File: src/hw/mpcd_consts.vh
// constants for the mode page checker: page codes, lengths, field positions, defaults
// assumes inclusion by bare name from hw/ design files
`ifndef MPCD_CONSTS_VH
`define MPCD_CONSTS_VH
`define MPCD_PAGE_COMP      6'h0f
`define MPCD_LEN_COMP       8'h0e
`define MPCD_PAGE_DEVCFG    6'h10
`define MPCD_LEN_DEVCFG     8'h0d
`define MPCD_BYTES_COMP     5'h10
`define MPCD_BYTES_DEVCFG   5'h0f
`define MPCD_GAP_MAX        8'h07
`define MPCD_GAP_DFLT       3'h7
`define MPCD_FILL_DFLT      8'h80
`define MPCD_FILL_MIN       8'h20
`define MPCD_FILL_MAX       8'hd0
`define MPCD_SENSE_ILLEGAL  4'h5
`define MPCD_SENSE_NONE     4'h0
`define MPCD_UNIT_SHIFT     12
`define MPCD_BIS_BIT        8'h40
`define MPCD_EEG_SEW        8'h18
`endif

File: src/hw/mpcd_check.v
// mode page checker: validates compression and device configuration pages on
// mode select, returns them on mode sense, and runs the gap/fill write control
// assumes page bytes arrive as a valid/ready stream after a start pulse, and that
// the vendor page path delivers its gap threshold on a separate strobe
`include "mpcd_consts.vh"

// Overview of operation
// compression page only with page format flag
// compression page code must be 0Fh
// compression page length must be 0Eh
// host writes compress enable as zero
// sense returns compress capable as zero
// host writes decompress enable as zero
// host writes exception report field as 00
// both algorithm fields must be zero
// config page page format only, code 10h
// config page length must be 0Dh
// host writes partition change as zero
// format applied only when format-change set
// at most threshold gap blocks, then resume/stop
// pad track, then one or two gap tracks
// accept gap to FFh, clamp above 07h
// gap threshold defaults to 07h
// one shared gap threshold, last wins
// host writes partition byte as zero
// flush to tape once fill threshold reached
// fill default 80h, range 20h to D0h
// read empty ratio must equal fill ratio
// bad zero field or header rejects page
// reserved bits read back as zero
module mpcd_check #(
  parameter FIFO_DEPTH = 16,
  parameter FIFO_AW    = 4,
  parameter LVL_W      = 24
) (
  input  wire             clk,
  input  wire             reset,
  input  wire             sel_start,
  input  wire             page_format_flag,
  input  wire [7:0]       sel_data,
  input  wire             sel_valid,
  output wire             sel_ready,
  output reg              sel_done_ff,
  output reg              sel_check_ff,
  output reg  [3:0]       sense_key_ff,
  input  wire             vendor_gap_valid,
  input  wire [7:0]       vendor_gap,
  input  wire             sense_start,
  input  wire             sense_page,
  input  wire             sense_ready,
  output reg  [7:0]       sense_data_ff,
  output reg              sense_valid_ff,
  output reg              sense_last_ff,
  output reg  [4:0]       active_format_ff,
  output reg  [2:0]       gap_threshold_ff,
  output reg  [7:0]       fill_threshold_ff,
  input  wire             write_active,
  input  wire [LVL_W-1:0] buffer_level,
  input  wire             gap_block_done,
  input  wire             track_end,
  input  wire             gap_track_done,
  output reg              flush_ff,
  output reg              gap_write_ff,
  output reg              gap_track_ff,
  output reg              tape_stop_ff
);
  localparam S_IDLE  = 2'h0;
  localparam S_RECV  = 2'h1;
  localparam S_DONE  = 2'h2;
  localparam G_RUN   = 3'h0;
  localparam G_GAP   = 3'h1;
  localparam G_PAD   = 3'h2;
  localparam G_TRK   = 3'h3;
  localparam G_STOP  = 3'h4;

  // ------------------------------------------------------------
  // byte fifo in front of the parser
  // ------------------------------------------------------------
  wire [7:0] fb_data;
  wire       fb_valid;
  reg  [1:0] st_ff;
  wire       fb_take;

  mpcd_fifo #(
    .WIDTH (8),
    .DEPTH (FIFO_DEPTH),
    .AW    (FIFO_AW)
  ) u_fifo (
    .clk       (clk),
    .reset     (reset),
    .in_data   (sel_data),
    .in_valid  (sel_valid),
    .in_ready  (sel_ready),
    .out_data  (fb_data),
    .out_valid (fb_valid),
    .out_ready (fb_take)
  );

  assign fb_take = fb_valid & (st_ff == S_RECV);

  // clamp of any gap value to the usable three-bit range
  function [2:0] gap_clamp;
    input [7:0] v;
    begin
      gap_clamp = (v > `MPCD_GAP_MAX) ? `MPCD_GAP_DFLT : v[2:0];
    end
  endfunction

  // ------------------------------------------------------------
  // mode select parser
  // ------------------------------------------------------------
  reg [4:0] idx_ff;
  reg       is_comp_ff;
  reg       bad_ff;
  reg       caf_ff;
  reg [4:0] fmt_ff;
  reg [7:0] fill_ff;
  reg       pf_ff;
  reg       nxt_bad;
  reg [4:0] last_idx;

  always @*
  begin
    nxt_bad  = 1'b0;
    last_idx = is_comp_ff ? (`MPCD_BYTES_COMP - 5'h01) : (`MPCD_BYTES_DEVCFG - 5'h01);
    case (idx_ff)
      5'h00:
      begin
        if (fb_data[5:0] == `MPCD_PAGE_COMP)
          nxt_bad = ~pf_ff;
        else if (fb_data[5:0] == `MPCD_PAGE_DEVCFG)
          nxt_bad = ~pf_ff;
        else
          nxt_bad = 1'b1;
        if (fb_data[7:6] != 2'h0)
          nxt_bad = 1'b1;
      end
      5'h01:
        nxt_bad = is_comp_ff ? (fb_data != `MPCD_LEN_COMP)
                             : (fb_data != `MPCD_LEN_DEVCFG);
      5'h02:
        nxt_bad = is_comp_ff ? fb_data[7] : fb_data[6];
      5'h03:
        nxt_bad = is_comp_ff ? (fb_data[7:5] != 3'h0) : (fb_data != 8'h00);
      5'h04:
        nxt_bad = is_comp_ff ? (fb_data != 8'h00)
                             : ((fb_data < `MPCD_FILL_MIN) | (fb_data > `MPCD_FILL_MAX));
      5'h05:
        nxt_bad = is_comp_ff ? (fb_data != 8'h00) : (fb_data != fill_ff);
      5'h06, 5'h07, 5'h08, 5'h09, 5'h0a, 5'h0b:
        nxt_bad = is_comp_ff & (fb_data != 8'h00);
      default:
        nxt_bad = 1'b0;
    endcase
  end

  always @(posedge clk or posedge reset)
  begin
    if (reset)
    begin
      st_ff             <= S_IDLE;
      idx_ff            <= 5'h00;
      is_comp_ff        <= 1'b0;
      bad_ff            <= 1'b0;
      caf_ff            <= 1'b0;
      fmt_ff            <= 5'h00;
      fill_ff           <= 8'h00;
      pf_ff             <= 1'b0;
      sel_done_ff       <= 1'b0;
      sel_check_ff      <= 1'b0;
      sense_key_ff      <= `MPCD_SENSE_NONE;
      active_format_ff  <= {2'h0, `MPCD_GAP_DFLT};
      gap_threshold_ff  <= `MPCD_GAP_DFLT;
      fill_threshold_ff <= `MPCD_FILL_DFLT;
    end
    else
    begin
      sel_done_ff <= 1'b0;
      // vendor path shares the threshold; latest arrival wins
      if (vendor_gap_valid)
      begin
        gap_threshold_ff <= gap_clamp(vendor_gap);
      end
      case (st_ff)
        S_IDLE:
        begin
          if (sel_start)
          begin
            st_ff  <= S_RECV;
            idx_ff <= 5'h00;
            bad_ff <= 1'b0;
            pf_ff  <= page_format_flag;
          end
        end
        S_RECV:
        begin
          if (fb_take)
          begin
            if (idx_ff == 5'h00)
            begin
              is_comp_ff <= (fb_data[5:0] == `MPCD_PAGE_COMP);
            end
            if (idx_ff == 5'h02)
            begin
              caf_ff <= fb_data[5];
              fmt_ff <= fb_data[4:0];
            end
            if (idx_ff == 5'h04)
            begin
              fill_ff <= fb_data;
            end
            bad_ff <= bad_ff | nxt_bad;
            idx_ff <= idx_ff + 5'h01;
            if ((idx_ff != 5'h00) && (idx_ff == last_idx))
            begin
              st_ff <= S_DONE;
            end
          end
        end
        S_DONE:
        begin
          st_ff        <= S_IDLE;
          sel_done_ff  <= 1'b1;
          sel_check_ff <= bad_ff;
          sense_key_ff <= bad_ff ? `MPCD_SENSE_ILLEGAL : `MPCD_SENSE_NONE;
          if (!bad_ff && !is_comp_ff)
          begin
            fill_threshold_ff <= fill_ff;
            if (caf_ff)
            begin
              active_format_ff <= {2'h0, fmt_ff[2:0]};
              gap_threshold_ff <= gap_clamp({5'h00, fmt_ff[2:0]});
            end
          end
        end
        default:
          st_ff <= S_IDLE;
      endcase
    end
  end

  // ------------------------------------------------------------
  // mode sense reply
  // ------------------------------------------------------------
  reg [4:0] sidx_ff;
  reg       spage_ff;
  reg       sbusy_ff;
  reg [7:0] sbyte;
  reg [4:0] slast;

  always @*
  begin
    sbyte = 8'h00;
    slast = spage_ff ? (`MPCD_BYTES_DEVCFG - 5'h01) : (`MPCD_BYTES_COMP - 5'h01);
    case (sidx_ff)
      5'h00: sbyte = {2'h0, spage_ff ? `MPCD_PAGE_DEVCFG : `MPCD_PAGE_COMP};
      5'h01: sbyte = spage_ff ? `MPCD_LEN_DEVCFG : `MPCD_LEN_COMP;
      5'h02: sbyte = spage_ff ? {3'h0, active_format_ff} : 8'h00;
      5'h04: sbyte = spage_ff ? fill_threshold_ff : 8'h00;
      5'h05: sbyte = spage_ff ? fill_threshold_ff : 8'h00;
      5'h08: sbyte = spage_ff ? `MPCD_BIS_BIT : 8'h00;
      5'h0a: sbyte = spage_ff ? `MPCD_EEG_SEW : 8'h00;
      default: sbyte = 8'h00;
    endcase
  end

  always @(posedge clk or posedge reset)
  begin
    if (reset)
    begin
      sidx_ff        <= 5'h00;
      spage_ff       <= 1'b0;
      sbusy_ff       <= 1'b0;
      sense_data_ff  <= 8'h00;
      sense_valid_ff <= 1'b0;
      sense_last_ff  <= 1'b0;
    end
    else if (!sbusy_ff)
    begin
      if (sense_start)
      begin
        sbusy_ff <= 1'b1;
        spage_ff <= sense_page;
        sidx_ff  <= 5'h00;
      end
    end
    else if (!sense_valid_ff || sense_ready)
    begin
      if (sense_valid_ff && sense_last_ff)
      begin
        sbusy_ff       <= 1'b0;
        sense_valid_ff <= 1'b0;
        sense_last_ff  <= 1'b0;
      end
      else
      begin
        sense_data_ff  <= sbyte;
        sense_valid_ff <= 1'b1;
        sense_last_ff  <= (sidx_ff == slast);
        sidx_ff        <= sidx_ff + 5'h01;
      end
    end
  end

  // ------------------------------------------------------------
  // write-side gap and flush control
  // ------------------------------------------------------------
  reg  [2:0] gst_ff;
  reg  [2:0] gcnt_ff;
  reg        gtrk_ff;
  wire       buf_empty;
  wire       fill_hit;

  assign buf_empty = (buffer_level == {LVL_W{1'b0}});
  // level counts bytes; threshold counts 4-KByte units
  assign fill_hit  = ((buffer_level >> `MPCD_UNIT_SHIFT) >= {{(LVL_W-8){1'b0}}, fill_threshold_ff});

  always @(posedge clk or posedge reset)
  begin
    if (reset)
    begin
      gst_ff       <= G_RUN;
      gcnt_ff      <= 3'h0;
      gtrk_ff      <= 1'b0;
      flush_ff     <= 1'b0;
      gap_write_ff <= 1'b0;
      gap_track_ff <= 1'b0;
      tape_stop_ff <= 1'b0;
    end
    else
    begin
      case (gst_ff)
        G_RUN:
        begin
          tape_stop_ff <= 1'b0;
          flush_ff     <= write_active & fill_hit;
          if (write_active && flush_ff && buf_empty)
          begin
            gst_ff       <= (gap_threshold_ff == 3'h0) ? G_PAD : G_GAP;
            gcnt_ff      <= 3'h0;
            gap_write_ff <= 1'b1;
          end
        end
        G_GAP:
        begin
          if (!buf_empty)
          begin
            gst_ff       <= G_RUN;
            gap_write_ff <= 1'b0;
          end
          else if (gap_block_done)
          begin
            if (({1'b0, gcnt_ff} + 4'h1) >= {1'b0, gap_threshold_ff})
            begin
              gst_ff <= G_PAD;
            end
            else
            begin
              gcnt_ff <= gcnt_ff + 3'h1;
            end
          end
        end
        G_PAD:
        begin
          if (track_end)
          begin
            gst_ff       <= G_TRK;
            gap_write_ff <= 1'b0;
            gap_track_ff <= 1'b1;
            gtrk_ff      <= 1'b0;
          end
        end
        G_TRK:
        begin
          // second gap track only if track boundary arrives with data still absent
          if (gap_track_done)
          begin
            if (gtrk_ff || !buf_empty)
            begin
              gst_ff       <= G_STOP;
              gap_track_ff <= 1'b0;
            end
            else
            begin
              gtrk_ff <= 1'b1;
            end
          end
        end
        G_STOP:
        begin
          tape_stop_ff <= 1'b1;
          flush_ff     <= 1'b0;
          if (!write_active || fill_hit)
          begin
            gst_ff <= G_RUN;
          end
        end
        default:
          gst_ff <= G_RUN;
      endcase
    end
  end
endmodule

File: src/hw/mpcd_fifo.v
// synchronous fifo carrying page bytes from the initiator side into the checker
// assumes one clock and asynchronous active-high reset
module mpcd_fifo #(
  parameter WIDTH = 8,
  parameter DEPTH = 16,
  parameter AW    = 4
) (
  input  wire             clk,
  input  wire             reset,
  input  wire [WIDTH-1:0] in_data,
  input  wire             in_valid,
  output wire             in_ready,
  output wire [WIDTH-1:0] out_data,
  output wire             out_valid,
  input  wire             out_ready
);
  reg [WIDTH-1:0] mem [0:DEPTH-1];
  reg [AW-1:0]    wr_ptr_ff;
  reg [AW-1:0]    rd_ptr_ff;
  reg [AW:0]      count_ff;
  wire            push;
  wire            pop;

  assign in_ready  = (count_ff != DEPTH[AW:0]);
  assign out_valid = (count_ff != {(AW+1){1'b0}});
  assign out_data  = mem[rd_ptr_ff];
  assign push      = in_valid & in_ready;
  assign pop       = out_valid & out_ready;

  always @(posedge clk)
  begin
    if (push)
    begin
      mem[wr_ptr_ff] <= in_data;
    end
  end

  always @(posedge clk or posedge reset)
  begin
    if (reset)
    begin
      wr_ptr_ff <= {AW{1'b0}};
      rd_ptr_ff <= {AW{1'b0}};
      count_ff  <= {(AW+1){1'b0}};
    end
    else
    begin
      if (push)
      begin
        wr_ptr_ff <= wr_ptr_ff + {{(AW-1){1'b0}}, 1'b1};
      end
      if (pop)
      begin
        rd_ptr_ff <= rd_ptr_ff + {{(AW-1){1'b0}}, 1'b1};
      end
      if (push & ~pop)
      begin
        count_ff <= count_ff + {{AW{1'b0}}, 1'b1};
      end
      else if (pop & ~push)
      begin
        count_ff <= count_ff - {{AW{1'b0}}, 1'b1};
      end
    end
  end
endmodule

File: config.mk
export PLATFORM = sky130hd
export DESIGN_NAME = mpcd_check
export DESIGN_NICKNAME = d
export VERILOG_FILES = /design/src/hw/mpcd_check.v /design/src/hw/mpcd_fifo.v
export VERILOG_INCLUDE_DIRS = /design/src /design/src/hw
export SDC_FILE = /design/constraint.sdc
export NUM_CORES = 1
export LEC_CHECK = 0
export BUFFER_PORTS_ARGS = -buffer_cell sky130_fd_sc_hd__buf_2
export CELL_PAD_IN_SITES_DETAIL_PLACEMENT = 1
export CELL_PAD_IN_SITES_GLOBAL_PLACEMENT = 2
export CORE_ASPECT_RATIO = 1.2
export CORE_MARGIN = 2
export CORE_UTILIZATION = 45
export CTS_CLUSTER_DIAMETER = 120
export CTS_CLUSTER_SIZE = 12
export DETAILED_ROUTE_END_ITERATION = 12
export PLACE_DENSITY = 0.88
export SLEW_MARGIN = 40
export SYNTH_ARGS = -nofsm -noshare
export SYNTH_HDL_FRONTEND = slang
export SYNTH_HIERARCHICAL = 1
export SYNTH_SLANG_ARGS = --single-unit
File: constraint.sdc
create_clock -name clk -period 6.7 [get_ports clk]
set_input_delay 0.335 -clock clk [delete_from_list [all_inputs] [get_ports clk]]
set_output_delay 0.335 -clock clk [all_outputs]
set_load 0.03 [all_outputs]
-- Word level (Yosys, flattened, before mapping)
Memory sizes are Yosys's and may differ from the RTL's.
Index checks and enable logic that the tools add are counted.
- input bits: 53
- logic and storage cells: 232
- output and inout port bits: 37
- memories kept: 1
- bits in writable memories: 128
- bits in registers: 83
- eq/ne operators: 48
- add/sub/neg operators: 8
- reduce and logical (&&, ||, !) cells: 50
- multiplexer cells: 76
- bitwise logic cells: 14
- order comparisons: 5
- memories (name ; depth ; width ; rd ports ; clocked after Yosys merged registers in ; write ports ; line ; RTL):
    u_fifo.mem ; 16 ; 8 ; 1 ; 0 ; 1 ; mpcd_fifo.v:17 ; reg [WIDTH-1:0] mem [0:DEPTH-1];
- operators with widths (cell ; number):
    $mux 3 ; 19
    $mux 5 ; 10
    $pmux 8 s6 ; 1
    $eq 5x3->1 const B ; 6
    $eq 5x4->1 const B ; 6
    $mux 1 ; 28
    $logic_not 24->1 ; 1
    $ne 2x2->1 const B ; 12
    $reduce_and 3->1 ; 8
    $ne 8x4->1 const B ; 2
    $add 5x1->5 const B ; 3
    $eq 5x2->1 const B ; 3
    $pmux 3 s5 ; 1
    $reduce_bool 2->1 ; 7
    $ge 12x8->1 ; 1
    $reduce_and 4->1 ; 3
    $eq 5x1->1 const B ; 2
    $eq 5x4->1 ; 2
    $logic_not 5->1 ; 2
    $mux 2 ; 5
    $pmux 1 s2 ; 5
    $pmux 5 s2 ; 1
    $reduce_bool 5->1 ; 2
    $add 4x1->4 const B ; 2
    39 further kinds ; 69

-- Longest topological paths before layout
An unclocked memory read counts as a cell.
- depth after elaboration: 9
- mapped depth: 13
- mapped depth without buffers: 13

-- Cells and area by module
Netlist, hierarchy kept.
- modules (own cells, without submodules) (module ; sequential area each (µm²) ; cells each ; area an instance (µm²) ; instances):
    mpcd_fifo ; 4169.0 ; 319 ; 5774.3 ; 1
    mpcd_check ; 1660.3 ; 397 ; 3753.6 ; 1

-- Worst setup path before layout
OpenSTA, ideal clock, no wires.
- kind: register to register
- from: reg u_fifo.rd_ptr_ff[1]
- to: reg bad_ff
- setup slack: 3747 ps
- required time: 6547 ps
- library setup time: 153 ps
- cell stages (with the launch flop): 12
- data arrival time: 2800 ps
- path buffers: 2
- cells stage by stage: dfrtp_1 buf_4 clkbuf_1 mux4_2 a22oi_1 nand2_1 or4_1 o22ai_1 nand3_1 a222oi_1 a21o_1 a311oi_1
- cells in the longest elaborated chain, start to end: 9
- elaborated cells between the ends (all ways): 25
- classes of those cells: 2 x order compare; 5 x eq/ne; 11 x mux; 3 x bitwise; 3 x reduce/logical; 1 x memory
- RTL lines (what ; line ; RTL):
    from (decl) ; mpcd_fifo.v:19 ; reg [AW-1:0] rd_ptr_ff;
    from (signal assigned) ; mpcd_fifo.v:43 ; rd_ptr_ff <= {AW{1'b0}};
    from (signal assigned) ; mpcd_fifo.v:54 ; rd_ptr_ff <= rd_ptr_ff + {{(AW-1){1'b0}}, 1'b1};
    $mem_v2 16x8 * ; n/a ;
    net fb_data[0] ; mpcd_check.v:79 ; wire [7:0] fb_data;
    parallel branches: the longest is 4 deep, another holds $lt 8x6->1 ; n/a ;
    $pmux 1 s7 * ; mpcd_check.v:126 ; case (idx_ff)
    $or 1x1->1 * ; mpcd_check.v:212 ; bad_ff <= bad_ff | nxt_bad;
    $mux 1 * ; mpcd_check.v:197 ; if (fb_take)
    $pmux 1 s2 * ; mpcd_check.v:184 ; case (st_ff)
    to (signal assigned) ; mpcd_check.v:212 ;
    to (decl) ; mpcd_check.v:114 ; reg bad_ff;
Mark *: on every way through the listed nets, which the timed path passes. The select of a mux whose other input is x is not followed.
A chain may end at the register's enable or synchronous reset.

-- Worst setup path in the final report
- from: reg u_fifo.rd_ptr_ff[0]
- to: reg bad_ff
Same word-level chain as after synthesis.

==> flow_summary.json <==
{
  "clock_latency_ns": 0.50,
  "ys_ff_latch": 207,
  "crit_chain": "buf_4 -> mux4_2 -> a22oi_1 -> nand2_1 -> or4_1 -> o22ai_1 -> nand3_1 -> a222oi_1 -> a21o_1 -> a311oi_1",
  "routed_via_density": 5.67,
  "slew_headroom_pct": 45.6,
  "critPathLaunchType": "flop",
  "antenna_cells": 0,
  "power.leakage_nw": 4.22,
  "cts_setup_buffers": 0,
  "cp.required_ns": 7.06,
  "path_delay_family": "compound AO/OA/AOI/OAI gates",
  "cp-startpoint": "u_fifo/rd_ptr_ff[0]$_DFFE_PP0P_",
  "ys.flop_type": "edfxtp_1",
  "antenna_found_initial": 0,
  "die-area_mm2": 0.0224,
  "rr_startpoint": "u_fifo/rd_ptr_ff[0]$_DFFE_PP0P_",
  "period_minus_slack_ns": 3.88,
  "clock_tree.buffer_depth": 3,
  "outcome": "complete, no violations",
  "hold_viol": 0,
  "worst_hold_slack_ns": 0.0301,
  "core_mm2": 0.0209,
  "cts_buffers": 21,
  "grt_pass1_wl_um": 36300,
  "io_buffers": 85,
  "dp.cells": 1047,
  "worst_ep_arrival_time_ns": 4.24,
  "cp-end-kind": "flop",
  "grt-ovfl-total": 0,
  "regArea_mm2": 0.00583,
  "syn-cell-area_mm2": 0.00953,
  "syn_area_per_cell_um2": 13.3,
  "h-tree-depth": 1,
  "finalPower_mw": 4.60,
  "finalNetCount": 884,
  "grt_start_max_net_pins": 67,
  "yosys_warnings": 6,
  "fillers": 2114,
  "hold_class": "input pin to flop",
  "num_rows": 58,
  "fin_skew_ns": 0.0211,
  "initial_utilization_pct": 45.6,
  "drive_above_1_share_pct": 22.3,
  "die_h_um": 163,
  "synth_top_cell_area_share_pct": 40.3,
  "cts_tree": "built",
  "final_core_util_pct": 51.6,
  "setup_viol": 0,
  "area_growth_pct": 13.1,
  "ant_nets": 0,
  "yosysSeqAreaShare_pct": 61.2,
  "grt_pass1_vias": 6754,
  "rsz0062_at_grt": "no",
  "vias": 6150,
  "synth_edf_count": 128,
  "tightest_slew_ns": 0.810,
  "worst_path_max_delay_cell": "dfrtp_4",
  "multi_input_area_mm2": 0.00343,
  "p_per_area_mw_per_mm2": 427,
  "cts.sinks": 207,
  "dp_hpwl_um": 16200,
  "synth_area_leaders": "edfxtp_1 40%, dfrtp_1 19%, ha_1 3.8%",
  "drc": 0,
  "synth_top_area_cell": "edfxtp_1",
  "max-cap-violations": 0,
  "first_iter_violations": 327,
  "place.gp.congestion": 0.802,
  "cp_num_buf_inv": 1,
  "hold_path_startpoint": "sense_page",
  "wl_um": 22600,
  "cts_root_buffer": "clkbuf_16",
  "cts_repair_resize_count": 0,
  "die_w_um": 137,
  "drv_slew": 0,
  "final_cells": 1085,
  "worstSetupPathType": "flop to flop",
  "fmax_mhz": 257,
  "wl_per_cell_um": 20.9,
  "path_clk_slew_ns": 0.06,
  "synthArstFlopShare_pct": 38.2,
  "ios": 90,
  "path_max_fanout": 33,
  "track_usage_pct": 21.0,
  "synth.distinct_cells": 63,
  "netlist_instances": 716,
  "cp_slowest_stage_delay_ns": 0.83,
  "first_pass_iters": 4,
  "min_period_over_period_pct": 58.0,
  "final.setup.tns_ns": 0,
  "ir_drop_v": 0.000247
}
## stage by stage
stage | instance area [um^2] | setup slack, ns
final | 10800 | 2.82
after global routing | 10800 | 2.64
after CTS | 10800 | 2.81
after detailed placement | 10200 | 2.88
after global placement | 10100 | 2.69
after floorplan | 9540 | 3.75
## logic make-up after synthesis
logic type | count (synthesis) | synth area share [%]
flip-flops | 207 | 61.2
XOR/XNOR | 27 | 2.48
adder cells (fa/ha/maj) | 30 | 4.02
AND/OR/NAND/NOR | 199 | 10.4
other | 1 | 0.0394
multiplexers | 69 | 9.61
buffers and inverters | 58 | 3.28
AO/OA/AOI/OAI | 125 | 9.01
## synthesized netlist by cell type, types with 3 or more instances
library cell,count
edfxtp_1,128
dfrtp_1,72
nand2_1,70
nor2_1,44
o21ai_0,39
mux2i_1,33
ha_1,29
inv_1,26
mux2_2,20
xor2_1,17
mux4_2,16
a21oi_1,15
a221oi_1,15
nand3_1,13
clkbuf_1,12
nand2b_1,11
nor4_1,11
nor3_1,10
xnor2_1,10
buf_4,9
a21o_1,8
a22oi_1,8
a31oi_1,8
buf_6,8
nand4_1,8
dfstp_2,7
nor2b_1,7
or3_1,7
nand3b_1,3
nor3b_1,3
o21a_1,3
o221ai_1,3
o31ai_1,3
## layer usage
metal,track usage (%),wire [um],up-vias
li1,-,-,2853
met1,24.1,8710,3092
met2,38.7,12100,152
met3,3.07,1010,53
met4,8.43,829,0
met5,0,0,-
## final timing paths
check | endpoint | slack [ns] | depth (start not counted)
max | bad_ff$_DFFE_PP0P_ | 2.82 | 10
min | spage_ff$_DFFE_PP0P_ | 0.03 | 3
max in group asynchronous | u_fifo/rd_ptr_ff[0]$_DFFE_PP0P_ | 5.71 | 3
max reg2reg | bad_ff$_DFFE_PP0P_ | 2.82 | 10
min in group asynchronous | u_fifo/count_ff[4]$_DFFE_PP0P_ | 0.48 | 3
min reg2reg | sense_data_ff[7]$_DFFE_PP0P_ | 0.48 | 2
## layout make-up
type | instances | share of cell area (%)
Clock buffer | 35 | 5.36
Sequential cell | 207 | 54.1
Inverter | 26 | 0.906
Clock inverter | 2 | 0.186
Tap cell | 270 | 3.13
Multi-Input combinational cell | 454 | 31.8
Timing Repair Buffer | 91 | 4.42
## placed cells by master (no fill, tap or decap), types with 8 or more instances in the layout
| master | netlist | final |
|---|---|---|
| nand2_1 | 70 | 70 |
| mux2i_1 | 33 | 33 |
| xor2_1 | 17 | 17 |
| a21oi_1 | 15 | 15 |
| a221oi_1 | 15 | 15 |
| mux4_2 | 16 | 16 |
| ha_1 | 29 | 29 |
| a31oi_1 | 8 | 8 |
| a21o_1 | 8 | 8 |
| a22oi_1 | 8 | 8 |
| nor2_1 | 44 | 39 |
| dfrtp_1 | 72 | 70 |
| o21ai_0 | 39 | 39 |
| mux2_2 | 20 | 20 |
| nand2b_1 | 11 | 11 |
| nor4_1 | 11 | 11 |
| clkbuf_1 | 12 | 14 |
| edfxtp_1 | 128 | 128 |
| nand4_1 | 8 | 8 |
| nand3_1 | 13 | 13 |
| clkbuf_16 | 0 | 21 |
| buf_2 | 1 | 85 |
| inv_1 | 26 | 25 |
| xnor2_1 | 10 | 10 |
## worst min-delay path, delay by kind of cell
family	cells	cell delay, ns
buf+inv	1	0.08
simple gates	2	0.09
## registers in the layout, indices dropped and copies added (netlist names), 2 cells and up
| name | count |
|---|---|
| fill_threshold_ff | 8 |
| idx_ff | 5 |
| fill_ff | 8 |
| gst_ff | 3 |
| sidx_ff | 5 |
| u_fifo/mem | 128 |
| active_format_ff | 3 |
| gcnt_ff | 3 |
| u_fifo/count_ff | 5 |
| sense_data_ff | 8 |
| u_fifo/rd_ptr_ff | 4 |
| st_ff | 2 |
| u_fifo/wr_ptr_ff | 4 |
| fmt_ff | 3 |
| gap_threshold_ff | 3 |
## report_power, final
group	switching, mW	total [mW]	internal (mW)
sequential	0.324	1.94	1.61
combinational	0.945	1.61	0.665
clock	0.466	1.06	0.590
total	1.74	4.60	2.87
## repair_timing
item	4_1_cts	5_1_grt
hold buffers	1	0
endpoints found under the setup margin	0	0
hold endpoints to repair	13	0
(Power assumes the default switching activity.)
